## src/shared/fpl_pkg.sv

```systemverilog
/*
 * fpl_pkg: constants shared by the front panel switch and indicator logic.
 * assumes a single 25 MHz local clock and the plain register port of the
 * front panel block.
 */
package fpl_pkg;

    // clock rate
    localparam int unsigned CLK_HZ = 25000000;

    // contact bounce settles well inside this time
    localparam int unsigned DEBOUNCE_MS = 10;
    localparam int unsigned DEBOUNCE_CYCLES = (DEBOUNCE_MS * (CLK_HZ / 1000));

    // board reset pulse width produced by one press
    localparam int unsigned RESET_HOLD_MS = 1;
    localparam int unsigned RESET_HOLD_CYCLES = (RESET_HOLD_MS * (CLK_HZ / 1000));

    // register port
    localparam int ADDR_W = 8;
    localparam int DATA_W = 32;
    localparam logic [ADDR_W-1:0] ADDR_CTRL = 8'h00;
    localparam logic [ADDR_W-1:0] ADDR_STATUS = 8'h04;
    localparam logic [ADDR_W-1:0] ADDR_MASK = 8'h08;
    localparam logic [ADDR_W-1:0] ADDR_STATE = 8'h0C;

    // control fields
    localparam int CTRL_RST_MASK = 0;
    localparam int CTRL_ABORT_EN = 1;
    localparam int CTRL_LEVEL_LSB = 2;
    localparam int LEVEL_W = 3;
    localparam logic [4:0] CTRL_RESET = 5'h00;

    // event bits, shared by status and mask
    localparam int EVT_ABORT = 0;
    localparam int EVT_RESET = 1;
    localparam int EVT_W = 2;
    localparam logic [EVT_W-1:0] EVT_NONE = 2'h0;

    // live state fields
    localparam int ST_ABORT_BTN = 0;
    localparam int ST_RESET_BTN = 1;
    localparam int ST_BRD_RESET = 2;
    localparam int ST_SYS_CON = 3;

endpackage

```

## src/logic/fpl_front_panel.sv

```systemverilog
/*
 * fpl_front_panel: reset and abort pushbutton handling, panel indicators
 * and the register port that software uses to steer them.
 * assumes board status inputs come from logic on mclk; the two
 * pushbuttons are asynchronous pins.
 */
// Implementation choices: the register offsets and strobed register access.
// Operation
// - an unmasked reset button press pulses the board-wide reset output.
// - that press also drives the backplane system reset while this board is system controller.
// - a software control bit masks the reset button so presses do nothing.
// - an enabled abort press raises an interrupt request at the software-chosen level, none when disabled.
// - the fail lamp lights while board fail is active or the processor is halted.
// - the run lamp lights while the local bus transfer-in-progress signal is low.
// - the system controller lamp lights while the board is backplane system controller.
`timescale 1ns/1ps
module fpl_front_panel
    import fpl_pkg::*;
#(
    parameter int unsigned DEBOUNCE_CYCLES = fpl_pkg::DEBOUNCE_CYCLES,
    parameter int unsigned RESET_HOLD_CYCLES = fpl_pkg::RESET_HOLD_CYCLES
) (
    input wire logic mclk,
    input wire logic reset_n,
    input wire logic [fpl_pkg::ADDR_W-1:0] regAddr,
    input wire logic [fpl_pkg::DATA_W-1:0] regWdata,
    input wire logic regWrite,
    input wire logic regRead,
    output logic [fpl_pkg::DATA_W-1:0] regRdata,
    input wire logic resetButton_n,
    input wire logic abortButton_n,
    input wire logic boardFail_n,
    input wire logic cpuHalted,
    input wire logic transferInProgress_n,
    input wire logic systemController,
    output logic boardResetOut,
    output logic sysResetDrive,
    output logic abortIrq,
    output logic [fpl_pkg::LEVEL_W-1:0] abortIrqLevel,
    output logic irq,
    output logic failLed,
    output logic runLed,
    output logic systemControllerIndicator
);
    localparam int HOLD_W = $clog2(RESET_HOLD_CYCLES + 1);

    generate
        if (RESET_HOLD_CYCLES < 1) begin : g_bad_hold
            $error("fpl_front_panel: RESET_HOLD_CYCLES must be at least 1");
        end
    endgenerate

    ////////////////////////////////////////////////////////////////////////
    // pushbutton conditioning

    logic resetPressed;
    logic resetPress;
    logic abortPressed;
    logic abortPress;

    fpl_debounce #(
        .STABLE_CYCLES(DEBOUNCE_CYCLES)
    ) u_reset_btn (
        .mclk(mclk),
        .reset_n(reset_n),
        .button_n(resetButton_n),
        .pressed(resetPressed),
        .press(resetPress)
    );

    fpl_debounce #(
        .STABLE_CYCLES(DEBOUNCE_CYCLES)
    ) u_abort_btn (
        .mclk(mclk),
        .reset_n(reset_n),
        .button_n(abortButton_n),
        .pressed(abortPressed),
        .press(abortPress)
    );

    ////////////////////////////////////////////////////////////////////////
    // control, status and mask registers

    logic resetMask;
    logic abortEnable;
    logic [LEVEL_W-1:0] abortLevel;
    logic [EVT_W-1:0] status;
    logic [EVT_W-1:0] irqMask;
    logic [EVT_W-1:0] evtSet;
    logic [EVT_W-1:0] evtClear;
    logic [EVT_W-1:0] next_status;
    logic resetStart;
    logic wrCtrl;
    logic wrStatus;
    logic wrMask;

    assign wrCtrl = regWrite && (regAddr == ADDR_CTRL);
    assign wrStatus = regWrite && (regAddr == ADDR_STATUS);
    assign wrMask = regWrite && (regAddr == ADDR_MASK);

    // masked presses are dropped here, before they touch anything
    assign resetStart = resetPress && !resetMask;

    always_ff @(posedge mclk or negedge reset_n) begin
        if (!reset_n) begin
            resetMask <= CTRL_RESET[CTRL_RST_MASK];
            abortEnable <= CTRL_RESET[CTRL_ABORT_EN];
            abortLevel <= CTRL_RESET[CTRL_LEVEL_LSB +: LEVEL_W];
        end else if (wrCtrl) begin
            resetMask <= regWdata[CTRL_RST_MASK];
            abortEnable <= regWdata[CTRL_ABORT_EN];
            abortLevel <= regWdata[CTRL_LEVEL_LSB +: LEVEL_W];
        end
    end

    always_ff @(posedge mclk or negedge reset_n) begin
        if (!reset_n) begin
            irqMask <= EVT_NONE;
        end else if (wrMask) begin
            irqMask <= regWdata[EVT_W-1:0];
        end
    end

    // a disabled abort press sets no status bit; only the live button level still reads back at ADDR_STATE
    always_comb begin
        evtSet = EVT_NONE;
        evtSet[EVT_ABORT] = abortPress && abortEnable;
        evtSet[EVT_RESET] = resetStart;
    end

    assign evtClear = wrStatus ? regWdata[EVT_W-1:0] : EVT_NONE;

    // a new event beats a clear written in the same cycle
    assign next_status = (status & ~evtClear) | evtSet;

    always_ff @(posedge mclk or negedge reset_n) begin
        if (!reset_n) begin
            status <= EVT_NONE;
        end else begin
            status <= next_status;
        end
    end

    ////////////////////////////////////////////////////////////////////////
    // interrupt outputs

    always_ff @(posedge mclk or negedge reset_n) begin
        if (!reset_n) begin
            irq <= 1'b0;
        end else begin
            irq <= |(next_status & irqMask);
        end
    end

    // the request drops at once if software withdraws the enable
    always_ff @(posedge mclk or negedge reset_n) begin
        if (!reset_n) begin
            abortIrq <= 1'b0;
            abortIrqLevel <= '0;
        end else begin
            abortIrq <= next_status[EVT_ABORT] && abortEnable;
            abortIrqLevel <= (next_status[EVT_ABORT] && abortEnable) ? abortLevel : '0;
        end
    end

    ////////////////////////////////////////////////////////////////////////
    // board and backplane reset

    logic [HOLD_W-1:0] holdCnt;

    // a press during the pulse restarts it rather than queueing a second
    always_ff @(posedge mclk or negedge reset_n) begin
        if (!reset_n) begin
            holdCnt <= '0;
            boardResetOut <= 1'b0;
            sysResetDrive <= 1'b0;
        end else if (resetStart) begin
            holdCnt <= HOLD_W'(RESET_HOLD_CYCLES - 1);
            boardResetOut <= 1'b1;
            sysResetDrive <= systemController;
        end else if (holdCnt != '0) begin
            holdCnt <= holdCnt - 1'b1;
            // losing the controller role mid-pulse stops the backplane drive
            sysResetDrive <= sysResetDrive && systemController;
        end else begin
            boardResetOut <= 1'b0;
            sysResetDrive <= 1'b0;
        end
    end

    ////////////////////////////////////////////////////////////////////////
    // indicators

    always_ff @(posedge mclk or negedge reset_n) begin
        if (!reset_n) begin
            failLed <= 1'b0;
            runLed <= 1'b0;
            systemControllerIndicator <= 1'b0;
        end else begin
            failLed <= !boardFail_n || cpuHalted;
            runLed <= !transferInProgress_n;
            systemControllerIndicator <= systemController;
        end
    end

    ////////////////////////////////////////////////////////////////////////
    // register read port

    logic [DATA_W-1:0] next_rdata;

    // unmapped addresses read as zero
    always_comb begin
        next_rdata = '0;
        if (regRead) begin
            unique case (regAddr)
                ADDR_CTRL: begin
                    next_rdata[CTRL_RST_MASK] = resetMask;
                    next_rdata[CTRL_ABORT_EN] = abortEnable;
                    next_rdata[CTRL_LEVEL_LSB +: LEVEL_W] = abortLevel;
                end
                ADDR_STATUS: begin
                    next_rdata[EVT_W-1:0] = status;
                end
                ADDR_MASK: begin
                    next_rdata[EVT_W-1:0] = irqMask;
                end
                ADDR_STATE: begin
                    next_rdata[ST_ABORT_BTN] = abortPressed;
                    next_rdata[ST_RESET_BTN] = resetPressed;
                    next_rdata[ST_BRD_RESET] = boardResetOut;
                    next_rdata[ST_SYS_CON] = systemController;
                end
                default: begin
                    next_rdata = '0;
                end
            endcase
        end
    end

    always_ff @(posedge mclk or negedge reset_n) begin
        if (!reset_n) begin
            regRdata <= '0;
        end else begin
            regRdata <= next_rdata;
        end
    end

    ////////////////////////////////////////////////////////////////////////
    // checks

    property p_reset_start;
        @(posedge mclk) disable iff (!reset_n)
        resetPress && !resetMask |=> boardResetOut;
    endproperty
    a_reset_start: assert property (p_reset_start) else $error("unmasked press gave no reset");

    property p_reset_masked;
        @(posedge mclk) disable iff (!reset_n)
        resetPress && resetMask && !boardResetOut |=> !boardResetOut;
    endproperty
    a_reset_masked: assert property (p_reset_masked) else $error("masked press caused reset");

    property p_sys_drive;
        @(posedge mclk) disable iff (!reset_n)
        resetPress && !resetMask |=> sysResetDrive == $past(systemController);
    endproperty
    a_sys_drive: assert property (p_sys_drive) else $error("system reset drive wrong");

    property p_sys_inside;
        @(posedge mclk) disable iff (!reset_n)
        sysResetDrive |-> boardResetOut;
    endproperty
    a_sys_inside: assert property (p_sys_inside) else $error("system reset outside board reset");

    property p_abort_raise;
        @(posedge mclk) disable iff (!reset_n)
        abortPress && abortEnable && !wrCtrl |=>
            abortIrq && (abortIrqLevel == $past(abortLevel)) && status[EVT_ABORT];
    endproperty
    a_abort_raise: assert property (p_abort_raise) else $error("abort request missing or wrong level");

    property p_abort_off;
        @(posedge mclk) disable iff (!reset_n)
        !abortEnable |=> !abortIrq && (abortIrqLevel == '0);
    endproperty
    a_abort_off: assert property (p_abort_off) else $error("abort request while disabled");

    property p_fail_led;
        @(posedge mclk) disable iff (!reset_n)
        1'b1 |=> failLed == $past(!boardFail_n || cpuHalted);
    endproperty
    a_fail_led: assert property (p_fail_led) else $error("fail lamp wrong");

    property p_run_led;
        @(posedge mclk) disable iff (!reset_n)
        $fell(transferInProgress_n) |=> runLed;
    endproperty
    a_run_led: assert property (p_run_led) else $error("run lamp not lit");

    property p_system_controller_indicator_led;
        @(posedge mclk) disable iff (!reset_n)
        systemController != systemControllerIndicator |=>
            systemControllerIndicator == $past(systemController);
    endproperty
    a_system_controller_indicator_led: assert property (p_system_controller_indicator_led) else $error("system controller lamp stale");

    property p_set_wins;
        @(posedge mclk) disable iff (!reset_n)
        resetStart && wrStatus && regWdata[EVT_RESET] |=> status[EVT_RESET];
    endproperty
    a_set_wins: assert property (p_set_wins) else $error("reset event lost to clear");

    property p_cv_sysreset;
        @(posedge mclk) disable iff (!reset_n)
        resetStart && systemController ##1 sysResetDrive;
    endproperty
    c_sysreset: cover property (p_cv_sysreset);

    property p_cv_abort;
        @(posedge mclk) disable iff (!reset_n)
        abortPress && abortEnable ##1 abortIrq && irq;
    endproperty
    c_abort: cover property (p_cv_abort);

    property p_cv_masked;
        @(posedge mclk) disable iff (!reset_n)
        resetPress && resetMask;
    endproperty
    c_masked: cover property (p_cv_masked);

endmodule

```

## src/logic/fpl_debounce.sv

```systemverilog
/*
 * fpl_debounce: synchroniser and debouncer for one active-low pushbutton.
 * assumes the button pin is asynchronous to mclk and bounces for less
 * than STABLE_CYCLES clock periods.
 */
`timescale 1ns/1ps
module fpl_debounce #(
    parameter int unsigned STABLE_CYCLES = 16
) (
    input wire logic mclk,
    input wire logic reset_n,
    input wire logic button_n,
    output logic pressed,
    output logic press
);
    localparam int CNT_W = $clog2(STABLE_CYCLES + 1);

    logic sync1;
    logic sync2;
    logic sync3;
    logic [CNT_W-1:0] count;
    logic agree;
    logic raw;

    generate
        if (STABLE_CYCLES < 2) begin : g_bad
            $error("fpl_debounce: STABLE_CYCLES must be at least 2");
        end
    endgenerate

    // released level at reset, so no false press comes out of reset
    always_ff @(posedge mclk or negedge reset_n) begin
        if (!reset_n) begin
            sync1 <= 1'b1;
            sync2 <= 1'b1;
            sync3 <= 1'b1;
        end else begin
            sync1 <= button_n;
            sync2 <= sync1;
            sync3 <= sync2;
        end
    end

    assign agree = (sync2 == sync3);
    assign raw = ~sync3;

    // any disagreement or return to the old level restarts the wait
    always_ff @(posedge mclk or negedge reset_n) begin
        if (!reset_n) begin
            count <= '0;
            pressed <= 1'b0;
            press <= 1'b0;
        end else begin
            press <= 1'b0;
            if (agree && (raw != pressed)) begin
                if (count == CNT_W'(STABLE_CYCLES - 1)) begin
                    count <= '0;
                    pressed <= raw;
                    press <= raw;
                end else begin
                    count <= count + 1'b1;
                end
            end else begin
                count <= '0;
            end
        end
    end

    property p_press_once;
        @(posedge mclk) disable iff (!reset_n)
        press |=> !press;
    endproperty
    a_press_once: assert property (p_press_once) else $error("press pulse longer than one cycle");

    property p_press_edge;
        @(posedge mclk) disable iff (!reset_n)
        press |-> pressed && !$past(pressed);
    endproperty
    a_press_edge: assert property (p_press_edge) else $error("press without new level");

endmodule

```

## config.mk

```make
export PLATFORM = sky130hd
export DESIGN_NAME = fpl_front_panel
export DESIGN_NICKNAME = d
export VERILOG_FILES = /design/src/shared/fpl_pkg.sv /design/src/logic/fpl_front_panel.sv /design/src/logic/fpl_debounce.sv
export SDC_FILE = /design/constraint.sdc
export NUM_CORES = 1
export LEC_CHECK = 0
export ABC_AREA = 0
export BUFFER_PORTS_ARGS = -buffer_cell sky130_fd_sc_hd__buf_4
export CORE_MARGIN = 4
export CORE_UTILIZATION = 25
export DETAILED_ROUTE_END_ITERATION = 7
export GPL_TIMING_DRIVEN = 0
export SLEW_MARGIN = 5
export SYNTH_ARGS = -nofsm -noshare
export SYNTH_HDL_FRONTEND = slang
export SYNTH_HIERARCHICAL = 1
export SYNTH_SLANG_ARGS = --single-unit
```

## constraint.sdc

```tcl
create_clock -name mclk -period 3.21 [get_ports mclk]
set_input_delay 0.4815 -clock mclk [delete_from_list [all_inputs] [get_ports mclk]]
set_output_delay 0.4815 -clock mclk [all_outputs]
set_load 0.01 [all_outputs]
```

==> results of run 1 <==
-- layout make-up --
cell class | count | area [um2]
fillers | 1683 | 11400
clock buffers | 9 | 225.2
clock inverters | 7 | 75.07
repair buffers | 36 | 270.3
multi-input cells | 299 | 1919
inverters | 9 | 33.78
plain buffers | 35 | 245.2
flip-flops and latches | 85 | 2135
well taps | 220 | 275.3
-- report_power, final --
group / switching, W / internal, W
clock network: 0.000425 / 0.000605
logic: 0.0000690 / 0.0000611
registers: 0.0000124 / 0.00109
total: 0.000506 / 0.00176
-- logic make-up after synthesis --
group / Yosys count
compound gates: 44
xor+xnor: 32
fa+ha+maj: 3
buf+inv: 44
flops: 85
mux: 9
other cells: 1
simple gates: 184
-- worst max-delay path: cells and delay by family, from the launching register on --
kind	cells	cell delay, ps
AOI/OAI and AO/OA	2	270
adders and majority gates	1	200
buffers and inverters	2	410
DFF	1	420
and+or+nand+nor	2	890
-- synth_stat cells (3+ instances only) --
master	count	area (um2)
a21oi_1	15	75.07
a31o_2	3	26.28
and2_1	4	25.02
and3_1	8	50.05
buf_2	4	20.02
buf_4	29	217.7
dfrtp_1	79	1977
dfstp_2	6	157.7
ha_1	3	37.54
inv_1	9	33.78
mux2_4	5	75.07
nand2_1	26	97.59
nand2b_1	4	25.02
nand3_1	19	95.09
nand4_1	9	56.30
nor2_1	48	180.2
nor3_1	15	75.07
nor4_1	16	100.1
o21ai_0	8	40.04
o31ai_1	3	22.52
or3_1	5	31.28
xnor2_1	27	236.5
xor2_1	5	43.79
-- path summary, 6_finish.rpt --
path / from / endpoint / cells past startpoint
max: holdCnt[0] / holdCnt[5] / 7
min: abortButton_n / u_abort_btn/sync1 / 1
max reg2reg: holdCnt[0] / holdCnt[5] / 7
min reg2reg: u_reset_btn/sync1 / u_reset_btn/sync2 / 0
max in group asynchronous: reset_n / irqMask[0] / 1
min in group asynchronous: reset_n / u_abort_btn/count[13] / 1
-- flip-flops by register name, indices dropped and copies added, names as in the netlist, 2 cells and up --
| name | flops |
|---|---|
| u_abort_btn/count | 18 |
| u_reset_btn/count | 18 |
| holdCnt | 15 |
| regRdata | 5 |
| abortIrqLevel | 3 |
| abortLevel | 3 |
| irqMask | 2 |
| status | 2 |
-- routing by layer --
layer | global-route usage | vias to the layer above | wire, um
li1 | - | 1522 | -
met1 | 0.1213 | 1485 | 3904
met2 | 0.1439 | 79 | 4100
met3 | 0.02279 | 9 | 368
met4 | 0.03224 | 0 | 112
met5 | 0 | - | 0
-- metrics by stage --
stage | hold slack [ps] | power, W | cells
2_1_floorplan | 185.9 | 0.001191 | 428
3_3_place_gp | 348.2 | 0.001252 | 684
3_5_place_dp | 346.8 | 0.001254 | 684
4_1_cts | 243.3 | 0.002296 | 700
5_1_grt | 241.8 | 0.002361 | 700
6_report | 253.5 | 0.002262 | 700
==> flow_metrics.py, run 1 <==
metrics = {
    "run_status": {
        "status": "complete, no violations",
    },
    "power": {
        "vdd_drop_max_v": 0.0002376,
        "total_leakage_power_nw": 2.279,
        "power.density_nw_per_um2": 436.7,
    },
    "floorplanning": {
        "rows": 47,
        "die_area_um2": 19090,
        "coreArea_um2": 16580,
        "die_w_um": 138.2,
        "fp.dieH_um": 138.2,
        "io_pins": 92,
        "start_util": 0.2554,
    },
    "clocking": {
        "cts_root_buf": "clkbuf_16",
        "cts.clk_slew.worst_paths_ps": 60,
        "cts_tree": "done",
        "cts_max_path_buffers": 2,
        "cts_hold_buf": 0,
        "postCtsSetupRepairBufs": 0,
        "cts.sinks": 85,
        "ctsHtreeMaxLevel": 3,
        "clock_latency_ps": 330,
        "ctsResizeCount": 0,
        "cts_buffers": 9,
    },
    "cells_and_area": {
        "final_area_um2": 5179,
        "drive_gt1_frac": 0.2667,
        "layout.nets": 528,
        "n_antenna_cell": 0,
        "final_core_util": 0.3123,
        "layout_common_cells": "dfrtp_1 (79), buf_4 (65), nor2_1 (48)",
        "final_common_cell": "dfrtp_1",
        "area_delta_synth_final_pct": 22.27,
    },
    "sta": {
        "setup_violations": 0,
        "finalCritPeriodShare": 0.7273,
        "max_freq_mhz": 428.4,
        "slew_headroom": 0.2996,
        "finalHoldViolations": 0,
        "slew_violations": 0,
        "worst_slack_ps": 875.5,
        "fin_crit_ps": 2335,
        "fin_setup_tns_ps": 0,
        "rsz0062_at_grt": "false",
        "tightest_slew_ps": 1051,
        "finClkSkew_ps": 5.434,
    },
    "global_route": {
        "grt_antenna_before_repair": 0,
        "grt_pass1_wl_um": 14770,
        "grt_pass1_vias": 3053,
        "grt_overflow": 0,
        "grt_max_degree": 86,
        "grt_use_total": 0.09087,
    },
    "yosys": {
        "synth_edf_count": 0,
        "syn_inst": 402,
        "yosys_warnings": 6,
        "ys_seq_area_frac": 0.5040,
        "synth_compound_area_frac": 0.07799,
        "ys_seq_elements": 85,
        "synth_cell_types": 54,
        "synth_ff_type": "dfrtp_1",
        "synthXorXnorAreaFrac": 0.06617,
        "syn_area_um2": 4235,
        "synth_top_family_by_area": "simple AND/OR/NAND/NOR gates",
        "synthArstFlopShare": 1.000,
        "yosys.area_share.simple": 0.2425,
        "synthMuxAreaShare": 0.03368,
        "syn_avg_cell_area_um2": 10.54,
        "synthAdderAreaFrac": 0.008863,
    },
    "detailed_routing": {
        "antenna_left": 0,
        "drtPass1Iterations": 5,
        "drt_iter0_drc": 166,
        "wl_um": 8485,
        "post_drt_wl_per_cell_um": 12.12,
        "routed_via_density": 4.421,
        "via_count": 3095,
        "drc_errors": 0,
    },
    "placed_design": {
        "gp_congestion": 0.7877,
        "port_buffers": 36,
        "placed_cell_area_um2": 4878,
        "dp_slack_ps": 877.9,
        "dp_hpwl_um": 6114,
    },
    "min_path": {
        "min_path_type": "input pin to register",
    },
    "run": {
        "drv_cap": 0,
    },
    "setup_path": {
        "worstSetupStartpointType": "register",
        "r2r_setup_slack_ps": 880,
        "path_class": "register to register",
        "crit_fanout": 10,
        "critPathCaptureType": "register",
        "cpMaxStageDelayCell": "nor3b_1",
        "crit_path_cell_trace": "inv_1, ha_1, nor3b_1, nand4_1, buf_2, a211oi_1, a31oi_1",
        "cp.arrival_ps": 2530,
        "max_stage_delay_ps": 470,
        "required_ps": 3400,
    },
}
Note: power is estimated with default switching activity, not from simulation.
==> inputs of run 2 (changes only) <==
==> constraint.sdc (replaced) <==
create_clock -name mclk -period 2.4 [get_ports mclk]
set_input_delay 0.36 -clock mclk [delete_from_list [all_inputs] [get_ports mclk]]
set_output_delay 0.36 -clock mclk [all_outputs]
set_load 0.01 [all_outputs]
==> run 2 against run 1 <==
Compared with the run above: critical path depth is the same; sequential power grew 34%; via count grew 0.23%; highest routed layer unchanged; first-iteration DRC count shrank 13%; largest power group unchanged.
==> flow_metrics.py, run 2 (synthesis gave the netlist of run 1 again) <==
metrics = {
    "placed_design": {
        "dp_hpwl_um": 6114,
        "port_buffers": 36,
        "dp_slack_ps": 94.36,
        "gp_congestion": 0.7877,
        "place_inst": 684,
    },
    "sta": {
        "fin_setup_tns_ps": 0,
        "finalCritPeriodShare": 0.8732,
        "tightest_slew_ps": 1057,
        "rsz0062_at_grt": "false",
        "finalHoldViolations": 0,
        "worst_slack_ps": 304.3,
        "hold_slack_ps": 130.6,
        "fin_crit_ps": 2096,
        "max_freq_mhz": 477.2,
        "slew_headroom": 0.2951,
        "finClkSkew_ps": 5.513,
        "setup_violations": 0,
        "slew_violations": 0,
    },
    "clocking": {
        "cts_hold_buf": 0,
        "cts_tree": "done",
        "clock_latency_ps": 330,
        "cts.sinks": 85,
        "cts.clk_slew.worst_paths_ps": 60,
        "ctsHtreeMaxLevel": 3,
        "cts_max_path_buffers": 2,
        "cts_buffers": 9,
        "cts_root_buf": "clkbuf_16",
    },
    "global_route": {
        "grt_use_total": 0.09087,
        "grt_pass1_vias": 3053,
        "grt_overflow": 0,
        "grt_pass1_wl_um": 14770,
        "grt_max_degree": 86,
        "grt_antenna_before_repair": 0,
    },
    "setup_path": {
        "path_class": "register to register",
        "required_ps": 2590,
        "reg2reg_depth": 7,
        "r2r_setup_slack_ps": 300,
        "critical_path_buf_inv_count": 2,
        "crit_path_cell_trace": "inv_1, ha_1, nor3b_2, nand4_1, buf_2, a211oi_1, a31oi_1",
        "worstReg2RegStart": "holdCnt[0]",
        "r2r-end": "holdCnt[5]",
        "critical_path.startpoint": "holdCnt[0]",
        "cp.arrival_ps": 2290,
        "crit_fanout": 10,
        "max_stage_delay_ps": 430,
        "worstSetupStartpointType": "register",
        "critPathCaptureType": "register",
        "cpMaxStageDelayCell": "dfrtp_1",
        "cpLargestDelayFamily": "simple AND/OR/NAND/NOR gates",
    },
    "min_path": {
        "hold_end": "u_abort_btn/sync1",
        "min_path_type": "input pin to register",
        "hold_path_depth": 1,
        "hp-start": "abortButton_n",
    },
    "floorplanning": {
        "die_w_um": 138.2,
        "die_area_um2": 19090,
        "rows": 47,
        "io_pins": 92,
        "start_util": 0.2554,
        "fp.dieH_um": 138.2,
        "coreArea_um2": 16580,
    },
    "run": {
        "drv_cap": 0,
    },
    "detailed_routing": {
        "antenna_left": 0,
        "drtPass1Iterations": 4,
        "drt_iter0_drc": 145,
        "drc_errors": 0,
        "via_count": 3102,
        "wl_um": 8518,
        "post_drt_wl_per_cell_um": 12.17,
        "routed_via_density": 4.431,
    },
    "cells_and_area": {
        "layout_common_cells": "dfrtp_1 (79), buf_4 (65), nor2_1 (48)",
        "final_common_cell": "dfrtp_1",
        "final_core_util": 0.3130,
        "area_delta_synth_final_pct": 22.54,
        "reg_top3": "u_abort_btn/count (18), u_reset_btn/count (18), holdCnt (15)",
        "n_antenna_cell": 0,
        "layout.nets": 528,
        "finalNonFillerCells": 700,
        "drive_gt1_frac": 0.2708,
    },
    "power": {
        "vdd_drop_max_v": 0.0003187,
        "power.density_nw_per_um2": 583.1,
        "total_leakage_power_nw": 2.283,
    },
    "run_status": {
        "status": "complete, no violations",
    },
}
## run 2: changes by cell type in the layout (fill, tap and decap cells not counted)
cell     before  now
nor3b_2       0    1
nor3b_1       1    0
nor4_2        0    1
nor4_1       16   15
## run 2: worst max path at each step
stage,depth (start not counted),to
6_report,7,holdCnt[5]
5_1_grt,7,holdCnt[5]
4_1_cts,7,holdCnt[5]
3_5_place_dp,7,holdCnt[5]
3_3_place_gp,7,holdCnt[5]
2_1_floorplan,4,abortEnable
## run 2: where the power goes
part | leakage, nW | internal [W] | total, W | switching [W]
combinational | 1.00 | 0.0000818 | 0.000174 | 0.0000925
clock | 0.138 | 0.000809 | 0.00138 | 0.000569
sequential | 1.15 | 0.00146 | 0.00147 | 0.0000165
total | 2.28 | 0.00235 | 0.00303 | 0.000678
## run 2: final cells by class
class                      count  area, um2
fill                        1684      11390
sequential                    85       2135
multi-input combinational    299       1931
tap                          220      275.3
timing repair buffer          36      270.3
buffer                        35      245.2
clock buffer                   9      225.2
clock inverter                 7      75.07
inverter                       9      33.78
## run 2: repair_timing
| item | 4_1_cts | 5_1_grt |
|---|---|---|
| setup endpoints to repair | 0 | 9 |
| buffers inserted | 0 | 0 |
| hold endpoints to repair | 0 | 0 |
| gates resized for setup | 0 | 2 |
## run 2: per-stage QoR
| stage | cell area (um2) | power [W] |
|---|---|---|
| 2_1_floorplan | 4333 | 0.001593 |
| 3_3_place_gp | 4878 | 0.001675 |
| 3_5_place_dp | 4878 | 0.001677 |
| 4_1_cts | 5179 | 0.003070 |
| 5_1_grt | 5190 | 0.003158 |
| 6_report | 5190 | 0.003026 |
## run 2: layer usage
metal	vias to the layer above	track usage	share of wire
met2	71	0.1439	0.48
met4	0	0.03224	0.015
li1	1522	-	-
met5	-	0	0
met3	13	0.02279	0.043
met1	1496	0.1213	0.46
